==> src/include/muxed_bus_defs.svh <==
// Constants for the multiplexed bus address capture and module select
`ifndef MUXED_BUS_DEFS_SVH
`define MUXED_BUS_DEFS_SVH
`define AD_WIDTH 8
`define UPPER_WIDTH 8
`define DEC_OUTS 10
`define MOD_COUNT 20
`define MOD_SEL_WIDTH 5
`define BANK_LO 8'h00
`define BANK_HI 8'h01
`define ADDR_RESET 8'h00
`define SEL_IDLE 20'hfffff
`define BCD_LIMIT 4'h9
`define CODE_MSB 3
`define CODE_LSB 0
`define ZONE_MSB 7
`define ZONE_LSB 4
`define ADDR_LIMIT 8'h09
`define BUS_IDLE 8'h00
`endif

==> src/include/muxed_bus_pkg.sv <==
// Types for the multiplexed bus address capture and module select
package muxed_bus_pkg;
  typedef struct packed {
    logic ale;
    logic rd_n;
    logic wr_n;
  } strobes_t;

  typedef enum logic [1:0] {
    ST_IDLE = 2'b00,
    ST_ADDR = 2'b01,
    ST_HELD = 2'b10,
    ST_XFER = 2'b11
  } phase_t;

  typedef struct packed {
    logic [7:0] upper;
    logic [7:0] low;
  } full_addr_t;
endpackage

==> src/rtl/bcd_decoder.sv <==
// One-of-ten decoder with active low outputs and an active low enable
`timescale 1ns/1ns
`include "muxed_bus_defs.svh"
module bcd_decoder
(
  input wire logic [3:0] i_code,
  input wire logic i_enable_n,
  output logic [`DEC_OUTS-1:0] o_sel_n
);
  always_comb
  begin
    o_sel_n = {`DEC_OUTS{1'b1}};
    if (!i_enable_n && i_code <= `BCD_LIMIT)
    begin
      o_sel_n[i_code] = 1'b0;
    end
  end

  sel_onehot_a: assert final (i_enable_n || i_code > `BCD_LIMIT ||
    $countones(~o_sel_n) == 1)
    else $error("decoder select not one-hot");
endmodule

==> src/rtl/muxed_bus_module_select.sv <==
// Address capture, decode and bus steering for a multiplexed bus
//
// Notes on behaviour
// - Low eight lines carry address then data; address is held.
// - Address held by D store on falling edge of address strobe; code samples it on the first clock after the fall.
// - Each module answers its own distinct hex address.
// - Decoder asserts exactly one select per address; shared decoders.
// - Decoders are one-of-ten, fed from held address and control.
// - Decoder enables gate strobe, read, write and upper lines.
// - At most one module enabled on the bus at any time.
// - Module enables active low; low connects the module.
// - Disabled module presents high impedance to the bus; here its gated buffer drives zero into the OR merge instead.
// - Always-on circuits reach the bus through a gated buffer.
`timescale 1ns/1ns
`include "muxed_bus_defs.svh"
module muxed_bus_module_select
(
  input wire logic i_clk,
  input wire logic i_reset_n,
  input wire muxed_bus_pkg::strobes_t i_strobes,
  input wire logic [`UPPER_WIDTH-1:0] i_upper_addr,
  input wire logic [`AD_WIDTH-1:0] i_muxed_bus_in,
  input wire logic [`MOD_COUNT*`AD_WIDTH-1:0] i_module_data,
  output logic [`AD_WIDTH-1:0] o_muxed_bus_out,
  output logic o_muxed_bus_oe,
  output logic [`MOD_COUNT-1:0] o_module_en_n,
  output logic [`AD_WIDTH-1:0] o_held_addr,
  output muxed_bus_pkg::phase_t o_phase
);
  // ****************************************
  // Strobe edge detect
  // ****************************************
  logic ale_q;
  logic ale_fall;
  logic [`AD_WIDTH-1:0] addr_q;
  logic [`AD_WIDTH-1:0] addr_d;
  muxed_bus_pkg::phase_t phase_q;
  muxed_bus_pkg::phase_t phase_d;
  logic xfer_active;
  logic [`DEC_OUTS-1:0] sel_lo_n;
  logic [`DEC_OUTS-1:0] sel_hi_n;
  logic en_lo_n;
  logic en_hi_n;
  logic [`MOD_COUNT-1:0] en_n;
  logic [`AD_WIDTH-1:0] bus_q;
  logic oe_q;
  muxed_bus_pkg::full_addr_t target;
  logic [`AD_WIDTH-1:0] gated_data [`MOD_COUNT];
  logic [`AD_WIDTH-1:0] bus_d;

  always_ff @(posedge i_clk)
  begin
    if (!i_reset_n)
      ale_q <= 1'b0;
    else
      ale_q <= i_strobes.ale;
  end

  assign ale_fall = ale_q && !i_strobes.ale;

  // ****************************************
  // Address capture
  // ****************************************
  // Bus sampled on the first clock after the strobe falls, relying on address still there
  always_comb
  begin
    addr_d = addr_q;
    if (ale_fall)
      addr_d = i_muxed_bus_in;
  end

  always_ff @(posedge i_clk)
  begin
    if (!i_reset_n)
      addr_q <= `ADDR_RESET;
    else
      addr_q <= addr_d;
  end

  assign o_held_addr = addr_q;

  // ****************************************
  // Transfer phase tracking
  // ****************************************
  assign xfer_active = !i_strobes.rd_n ^ !i_strobes.wr_n;

  always_comb
  begin
    phase_d = phase_q;
    unique case (phase_q)
      muxed_bus_pkg::ST_IDLE:
        if (i_strobes.ale)
          phase_d = muxed_bus_pkg::ST_ADDR;
      muxed_bus_pkg::ST_ADDR:
        if (ale_fall)
          phase_d = muxed_bus_pkg::ST_HELD;
      muxed_bus_pkg::ST_HELD:
        if (i_strobes.ale)
          phase_d = muxed_bus_pkg::ST_ADDR;
        else if (xfer_active)
          phase_d = muxed_bus_pkg::ST_XFER;
      muxed_bus_pkg::ST_XFER:
        if (i_strobes.ale)
          phase_d = muxed_bus_pkg::ST_ADDR;
        else if (!xfer_active)
          phase_d = muxed_bus_pkg::ST_IDLE;
    endcase
  end

  always_ff @(posedge i_clk)
  begin
    if (!i_reset_n)
      phase_q <= muxed_bus_pkg::ST_IDLE;
    else
      phase_q <= phase_d;
  end

  assign o_phase = phase_q;

  // ****************************************
  // Decode
  // ****************************************
  function automatic logic bank_en_n(
    input logic [`UPPER_WIDTH-1:0] upper,
    input logic [`UPPER_WIDTH-1:0] bank,
    input muxed_bus_pkg::strobes_t s,
    input muxed_bus_pkg::phase_t ph
  );
    // Enable needs strobe low, exactly one of read or write, and bank hit
    bank_en_n = !(!s.ale && (!s.rd_n ^ !s.wr_n) && upper == bank &&
                  ph != muxed_bus_pkg::ST_ADDR);
  endfunction

  // High nibble of a module address must be zero
  function automatic logic zone_miss(input logic [`AD_WIDTH-1:0] a);
    zone_miss = |a[`ZONE_MSB:`ZONE_LSB];
  endfunction

  // Held address joined with the upper lines
  assign target = {i_upper_addr, addr_q};

  assign en_lo_n = bank_en_n(target.upper, `BANK_LO, i_strobes, phase_q);
  assign en_hi_n = bank_en_n(target.upper, `BANK_HI, i_strobes, phase_q);

  // Low nibble picks the module in a bank; module = bank * ten + nibble
  bcd_decoder u_dec_lo
  (
    .i_code(target.low[`CODE_MSB:`CODE_LSB]),
    .i_enable_n(en_lo_n | zone_miss(target.low)),
    .o_sel_n(sel_lo_n)
  );

  bcd_decoder u_dec_hi
  (
    .i_code(target.low[`CODE_MSB:`CODE_LSB]),
    .i_enable_n(en_hi_n | zone_miss(target.low)),
    .o_sel_n(sel_hi_n)
  );

  // Only one bank can match the upper lines, so one select at most
  assign en_n = {sel_hi_n, sel_lo_n};
  assign o_module_en_n = en_n;

  // ****************************************
  // Bus steering
  // ****************************************
  // Each module's data passes a buffer gated by its enable
  generate
    for (genvar g = 0; g < `MOD_COUNT; g++)
    begin : g_buf
      assign gated_data[g] = en_n[g] ? `BUS_IDLE :
        i_module_data[g*`AD_WIDTH +: `AD_WIDTH];
    end
  endgenerate

  // Merge of the buffers; one enable at most, so a plain OR
  always_comb
  begin
    bus_d = `BUS_IDLE;
    for (int m = 0; m < `MOD_COUNT; m++)
    begin
      bus_d = bus_d | gated_data[m];
    end
  end

  always_ff @(posedge i_clk)
  begin
    if (!i_reset_n)
      bus_q <= `BUS_IDLE;
    else
      bus_q <= bus_d;
  end

  // Drive only on a read to a selected module, else float
  always_ff @(posedge i_clk)
  begin
    if (!i_reset_n)
      oe_q <= 1'b0;
    else
      oe_q <= !i_strobes.rd_n && (en_n != `SEL_IDLE);
  end

  assign o_muxed_bus_out = bus_q;
  assign o_muxed_bus_oe = oe_q;
endmodule

==> config.mk <==
export PLATFORM = sky130hd
export DESIGN_NAME = muxed_bus_module_select
export DESIGN_NICKNAME = d
export VERILOG_FILES = /design/src/include/muxed_bus_pkg.sv /design/src/rtl/bcd_decoder.sv /design/src/rtl/muxed_bus_module_select.sv
export VERILOG_INCLUDE_DIRS = /design/src /design/src/include
export SDC_FILE = /design/constraint.sdc
export NUM_CORES = 1
export LEC_CHECK = 0
export BUFFER_PORTS_ARGS = -buffer_cell sky130_fd_sc_hd__buf_2
export CORE_ASPECT_RATIO = 1.2
export CORE_MARGIN = 3
export CORE_UTILIZATION = 35
export CTS_BUF_LIST = sky130_fd_sc_hd__clkbuf_4 sky130_fd_sc_hd__clkbuf_8 sky130_fd_sc_hd__clkbuf_16
export DETAILED_ROUTE_END_ITERATION = 12
export PLACE_DENSITY = 0.75
export SLEW_MARGIN = 40
export SYNTH_ARGS = -nofsm -noshare
export SYNTH_HDL_FRONTEND = slang
export SYNTH_SLANG_ARGS = --single-unit
==> constraint.sdc <==
create_clock -name i_clk -period 2.31 [get_ports i_clk]
set_input_delay 0.3465 -clock i_clk [delete_from_list [all_inputs] [get_ports i_clk]]
set_output_delay 0.3465 -clock i_clk [all_outputs]
set_load 0.1 [all_outputs]
==> summary.txt, run 1 <==
Outcome
  • Run status: finished, final reports clean

Detailed routing
  • Drt via density: around 5.9
  • DRT iter0 DRCs: a little under 300
  • Total Routed Length: between 10000 and 15000 um
  • Router iterations before antenna repair: 8
  • Via count: about 3700
  • # DRC: 0
  • Post-DR wirelength/cell: roughly 20 um
  • Antenna Violating Nets Remaining: 0

Hold path
  • Hold path depth: 3
  • Endpoint, Worst Hold: o_held_addr[4]
  • Worst Hold Class: in -> reg
  • Critical hold path startpoint: i_muxed_bus_in[4]

Setup path
  • Crit path max fanout: 10
  • Worst Path Required: between 1.5 and 2 ns
  • CP Capture Type: output pin
  • Critical path arrival: around 1.9 ns
  • FF-to-FF End: o_muxed_bus_out[3]
  • Crit Reg-Reg Startpoint: o_held_addr[3]
  • Setup slack, reg-to-reg: between 0.1 and 0.15 ns
  • Setup Crit Path Kind: reg -> out
  • CP Launch Type: flop
  • Reg2Reg Depth: 6

Yosys
  • EDFF count, synth: 0
  • Mapped Nets: 486
  • Synthesized cell area: roughly 2500 um2
  • Async SR Flop Fraction: 0%
  • Mean Syn Cell Area: 8.09 um2
  • Synth unique cells: 62
  • Top FF cell, synth: dfxtp_1
  • #FFs+latches synth: 20
  • Seq/Total Area, Yosys: approximately 16%
  • Synthesized instance count: between 300 and 400
  • Yosys warning count: 0

Placement
  • Placement Setup Slack: -0.0224 ns
  • Final HPWL DP: approximately 11000 um
  • GPL Wtd Cong: 0.941
  • Buffers added on ports: 219

Timing
  • Total negative slack: 0 ns
  • Slew headroom: 61.4%
  • Skew final: 0.00475 ns
  • Crit share post-route: a little over nine tenths
  • Setup violations, final: 0
  • Fin. Hold Viols: 0
  • Min Tclk post-route: between 2 and 2.5 ns
  • Fin. max-slew vios: 0
  • Fmax: 442 MHz
  • Final WS setup: 0.0486 ns
  • Worst-Margin Slew: about 0.58 ns

Clock tree
  • H-tree depth: 1
  • Clk pin slew, worst setup/hold paths: ~0.08 ns
  • Worst-Skew Late Latency: about 0.26 ns
  • CTS buffer count: 3
  • Clk buf depth: 2
  • CTS sink count: 20
  • Clock Tree Root: clkbuf_8
  • CTS tree: yes

Layout
  • Register area: approximately 420 um2
  • Most common cell after layout, fill and taps aside: buf_2
  • Most frequent cells in the layout: buf_2, buf_4, mux2i_1
  • Area of the multi-input gates: between 2000 and 2500 um2
  • Fill count: 632
  • Syn-to-layout area delta: 67.0%
  • ANT cells: 0
  • Final net count: 724
  • Layout cells sized above 1: around 60%

GRT
  • GRT Residual Overflow: 0
  • First-pass GRT wire length: ~19000 um
  • Largest net degree at the start of global routing: 21
  • Total GRT Usage: a little under a third
  • Initial antenna violation count: 0
  • Number of global-route vias before repair: roughly 3600

Power and ir drop
  • VDD IR-drop max: ~0.21 mV
  • PD cells: 286 nW/um2
  • Leakage: between 1.5 and 2 nW

Run
  • Max-cap violation count: 0

Floorplanning
  • Initial Util: between 30% and 40%
  • Die area: roughly 8000 um2
  • Std cell rows: 32
  • Die outline height: around 98 um
  • Die Wd: just over 80 um
  • Core area: roughly 6600 um2
  • Io pins: 220
worst max-delay path by stage:
stage / from / to / slack [ns] / cells past startpoint
6_report: o_held_addr[4] / o_module_en_n[9] / 0.05 / 7
5_1_grt: o_held_addr[4] / o_module_en_n[9] / -0.006 / 7
4_1_cts: o_held_addr[4] / o_module_en_n[15] / 0.003 / 7
3_5_place_dp: i_upper_addr[5] / o_module_en_n[14] / -0.02 / 7
3_3_place_gp: i_strobes[2] / o_module_en_n[14] / 0.006 / 7
2_1_floorplan: o_held_addr[6] / o_module_en_n[7] / -0.05 / 5
registers in the layout (all words and copies together), names as in the netlist:
name / flops
o_held_addr: 8
ale_q: 1
o_phase: 2
o_muxed_bus_oe: 1
o_muxed_bus_out: 8
cell type report:
type / count / share of cell area (%)
timing repair buffer: 257 / 35.8
sequential: 20 / 10.3
clock inverter: 1 / 0.729
tap: 85 / 2.58
inverter: 9 / 1.00
clock buffer: 3 / 1.00
multi-input combinational: 252 / 48.6
power breakdown:
part	internal, mW	total (mW)	switching (mW)
registers	0.350	0.365	0.0153
clock network	0.231	0.362	0.131
logic	0.215	0.454	0.238
cell families (layout without fill, tap and decap cells):
logic type	Yosys count	in the layout	synth area share, %
buffers and inverters	33	270	6.64
AO/OA/AOI/OAI	88	88	27.8
flip-flops	20	20	16.2
XOR/XNOR	2	2	1.01
multiplexers	35	35	16.6
AND/OR/NAND/NOR	127	127	31.7
synthesized netlist by cell type (all sizes together) (9+ instances only):
library cell	number	area, um2
mux2i	24	240
nand2	30	118
dfxtp	20	400
nor2	19	86.3
a22o	11	96.3
nor3	14	86.3
o21ai	11	55.1
a22oi	12	90.1
nor2b	9	56.3
nand3	11	60.1
buf	17	104
worst max-delay path, cell delays in order (launching register included):
cell and delay (ns):
dfxtp_2 0.35, nor4_4 0.24, buf_4 0.18, nand4_4 0.21, nor2_4 0.20, buf_12 0.16, nand2_2 0.05, buf_4 0.23
metrics by stage:
step	cells	total power, mW	area, um2	hold slack [ns]	utilization (%)
after CTS	624	1.18	4040	0.313	60.8
after global placement	619	0.809	3930	0.496	59.1
final	627	1.18	4120	0.313	62.0
after global routing	627	1.23	4120	0.313	62.0
after detailed placement	619	0.813	3930	0.526	59.1
after floorplan	305	0.578	2560	0.416	-
routing by layer:
layer | up-vias | wire, um | GRT usage [%]
met5 | - | 0 | 0
met4 | 0 | 407 | 8.68
met3 | 37 | 1200 | 5.26
met2 | 232 | 6470 | 51.5
met1 | 1719 | 4770 | 38.0
li1 | 1681 | - | -
what timing repair did:
| item | CTS | global route |
|---|---|---|
| setup buffers | 1 | 3 |
| setup endpoints to repair | 18 | 20 |
| pin swaps | 3 | 1 |
| gates resized for setup | 10 | 31 |
| hold buffers | 0 | 0 |
Note: power is estimated with default switching activity, not from simulation.
==> run 2, diff against run 1 <==
--- a/config.mk
+++ b/config.mk
@@ -13,6 +13,7 @@
 export CTS_BUF_LIST = sky130_fd_sc_hd__clkbuf_4 sky130_fd_sc_hd__clkbuf_8 sky130_fd_sc_hd__clkbuf_16
 export DETAILED_ROUTE_END_ITERATION = 12
 export PLACE_DENSITY = 0.75
+export RECOVER_POWER = 25
 export SLEW_MARGIN = 40
 export SYNTH_ARGS = -nofsm -noshare
 export SYNTH_HDL_FRONTEND = slang
==> run 2 against run 1 <==
Effect of this change:
- clock power hardly changed
- clock skew hardly changed
- global-route usage stayed put
- via count is 0.11% higher
- non-clock buffer count stayed put
- highest routed layer unchanged
- sequential cell count stayed put
- routed wire length hardly changed
==> summary.txt, run 2 (synthesized netlist as in run 1, its figures left out) <==
Clock tree
  • Hold buffers post-CTS: 0 (unchanged)
  • Clk pin slew, worst setup/hold paths: 0.08 ns (about the same)
  • Clk buf depth: 2 (unchanged)
  • CTS sink count: 20 (unchanged)
  • Worst-Skew Late Latency: 0.26 ns (about the same)
  • CTS tree: yes
  • CTS buffer count: 3 (unchanged)
  • Clock Tree Root: clkbuf_8
  • H-tree depth: 1 (unchanged)

Timing
  • Skew final: 0.00463 ns (-0.000122 ns)
  • Min Tclk post-route: 2.26 ns (-0.000662 ns)
  • Final Hold Slack: 0.313 ns (+0.000243 ns)
  • Worst-Margin Slew: 1.18 ns (+0.600 ns)
  • Final WS setup: 0.0493 ns (+0.000662 ns)
  • Fin. max-slew vios: 0 (unchanged)
  • Slew headroom: 22.0% (-39 points)
  • Setup violations, final: 0 (unchanged)
  • Crit share post-route: 97.9% (about the same)
  • Fmax: 442 MHz (about the same)
  • Fin. Hold Viols: 0 (unchanged)

Layout
  • Final net count: 724 (unchanged)
  • Most common cell after layout, fill and taps aside: buf_2
  • Most frequent cells in the layout: buf_2, buf_4, mux2i_1
  • ANT cells: 0 (unchanged)
  • Syn-to-layout area delta: 66.8%
  • Layout cells sized above 1: 59.6% (-0.74 points)

Detailed routing
  • Post-DR wirelength/cell: 20.5 um (about the same)
  • Total Routed Length: 12800 um (about the same)
  • Antenna Violating Nets Remaining: 0 (unchanged)
  • Router iterations before antenna repair: 5 (-3)
  • Drt via density: 5.86 (+0.11%)
  • Via count: 3673 (+0.11%)
  • # DRC: 0 (unchanged)
  • DRT iter0 DRCs: 294 (+1.4%)

Power and ir drop
  • Leakage: 1.81 nW (-0.88%)
  • PD cells: 287 nW/um2 (about the same)
  • VDD IR-drop max: 0.213 mV (about the same)

Setup path
  • CP Launch Type: flop
  • Worst-path cell with the longest stage delay: dfxtp_2
  • Crit path max fanout: 10 (unchanged)
  • CP peak stage delay: 0.35 ns (about the same)
  • Critical path arrival: 1.91 ns (about the same)
  • Worst path cell trace: nor4_4, buf_4, nand4_4, nor2_4, buf_12, nand2_2, buf_4
  • CP Buf/Inv Count: 3 (unchanged)
  • Worst Path Required: 1.96 ns (about the same)
  • Setup Crit Path Kind: reg -> out
  • Most Frequent Cell on Critical Path: buf_4
  • CP top delay family: simple AND/OR/NAND/NOR gates
  • CP Capture Type: output pin

Placement
  • Buffers added on ports: 219 (unchanged)
  • GPL Wtd Cong: 0.941 (unchanged)
  • Final HPWL DP: 10800 um (unchanged)
  • Placement Setup Slack: -0.0224 ns (unchanged)

Floorplanning
  • Io pins: 220 (unchanged)
  • Initial Util: 37.1% (unchanged)
  • Die Wd: 82.6 um (unchanged)
  • Die outline height: 98.0 um (unchanged)
  • Core area: 6650 um2 (unchanged)
  • Std cell rows: 32 (unchanged)
  • Die area: 8100 um2 (unchanged)

GRT
  • Initial antenna violation count: 0 (unchanged)
  • Total GRT Usage: 30.1% (unchanged)
  • First-pass GRT wire length: 18700 um (unchanged)
  • Largest net degree at the start of global routing: 21 (unchanged)
  • GRT Residual Overflow: 0 (unchanged)
  • Number of global-route vias before repair: 3576 (unchanged)

Outcome
  • Run status: finished, final reports clean

Hold path
  • Worst Hold Class: in -> reg

Run
  • Max-cap violation count: 0 (unchanged)
[run 2: final timing paths]
kind	startpoint	endpoint	slack, ns	depth (start not counted)
max reg2reg	o_held_addr[3]	o_muxed_bus_out[3]	0.13	6
min	i_muxed_bus_in[4]	o_held_addr[4]	0.31	3
max	o_held_addr[4]	o_module_en_n[9]	0.05	7
min reg2reg	o_phase[1]	o_phase[0]	0.54	2
[run 2: layer usage]
layer  track usage, %  vias to the layer above  routed length [um]  part of all wire, %
met2             51.5                      233                6480                   51
met5                0                        -                   0                    0
met4             8.68                        0                 372                  2.9
li1                 -                     1682                   -                    -
met1             38.0                     1723                4780                   37
met3             5.26                       35                1200                  9.3
[run 2: layout make-up]
| type | count | area, um2 |
|---|---|---|
| timing repair buffer | 257 | 1470 |
| sequential | 20 | 423 |
| inverter | 9 | 41.3 |
| multi-input combinational | 252 | 2000 |
| fill | 636 | 2530 |
| tap | 85 | 106 |
| clock buffer | 3 | 41.3 |
| clock inverter | 1 | 30.0 |
[run 2: where the power goes]
group	switching, mW	internal [mW]	total, mW
combinational	0.238	0.215	0.453
sequential	0.0153	0.350	0.365
clock	0.131	0.231	0.362
[run 2: worst register-to-register path: stages, from the launching register on]
cell,delay (ns)
dfxtp_4,0.44
nand2b_2,0.26
nor3_1,0.08
a221oi_1,0.35
o211ai_1,0.17
a221oi_1,0.56
a31oi_1,0.17
[run 2: stage by stage]
step                instances  total power, mW  cell area [um2]  setup TNS [ns]  util (%)
global placement          619            0.809             3930               0      59.1
floorplan                 305            0.578             2560         -0.0938         -
global route              627             1.23             4120        -0.00677      61.9
finish                    627             1.18             4120               0      61.9
CTS                       624             1.18             4040               0      60.8
detailed placement        619            0.813             3930         -0.0224      59.1
[run 2: what timing repair did]
item | in CTS | in global routing
hold endpoints to repair | 0 | 0
setup endpoints to repair | 18 | 20
buffers inserted | 1 | 3
resized for setup | 10 | 31
pin swaps | 3 | 1
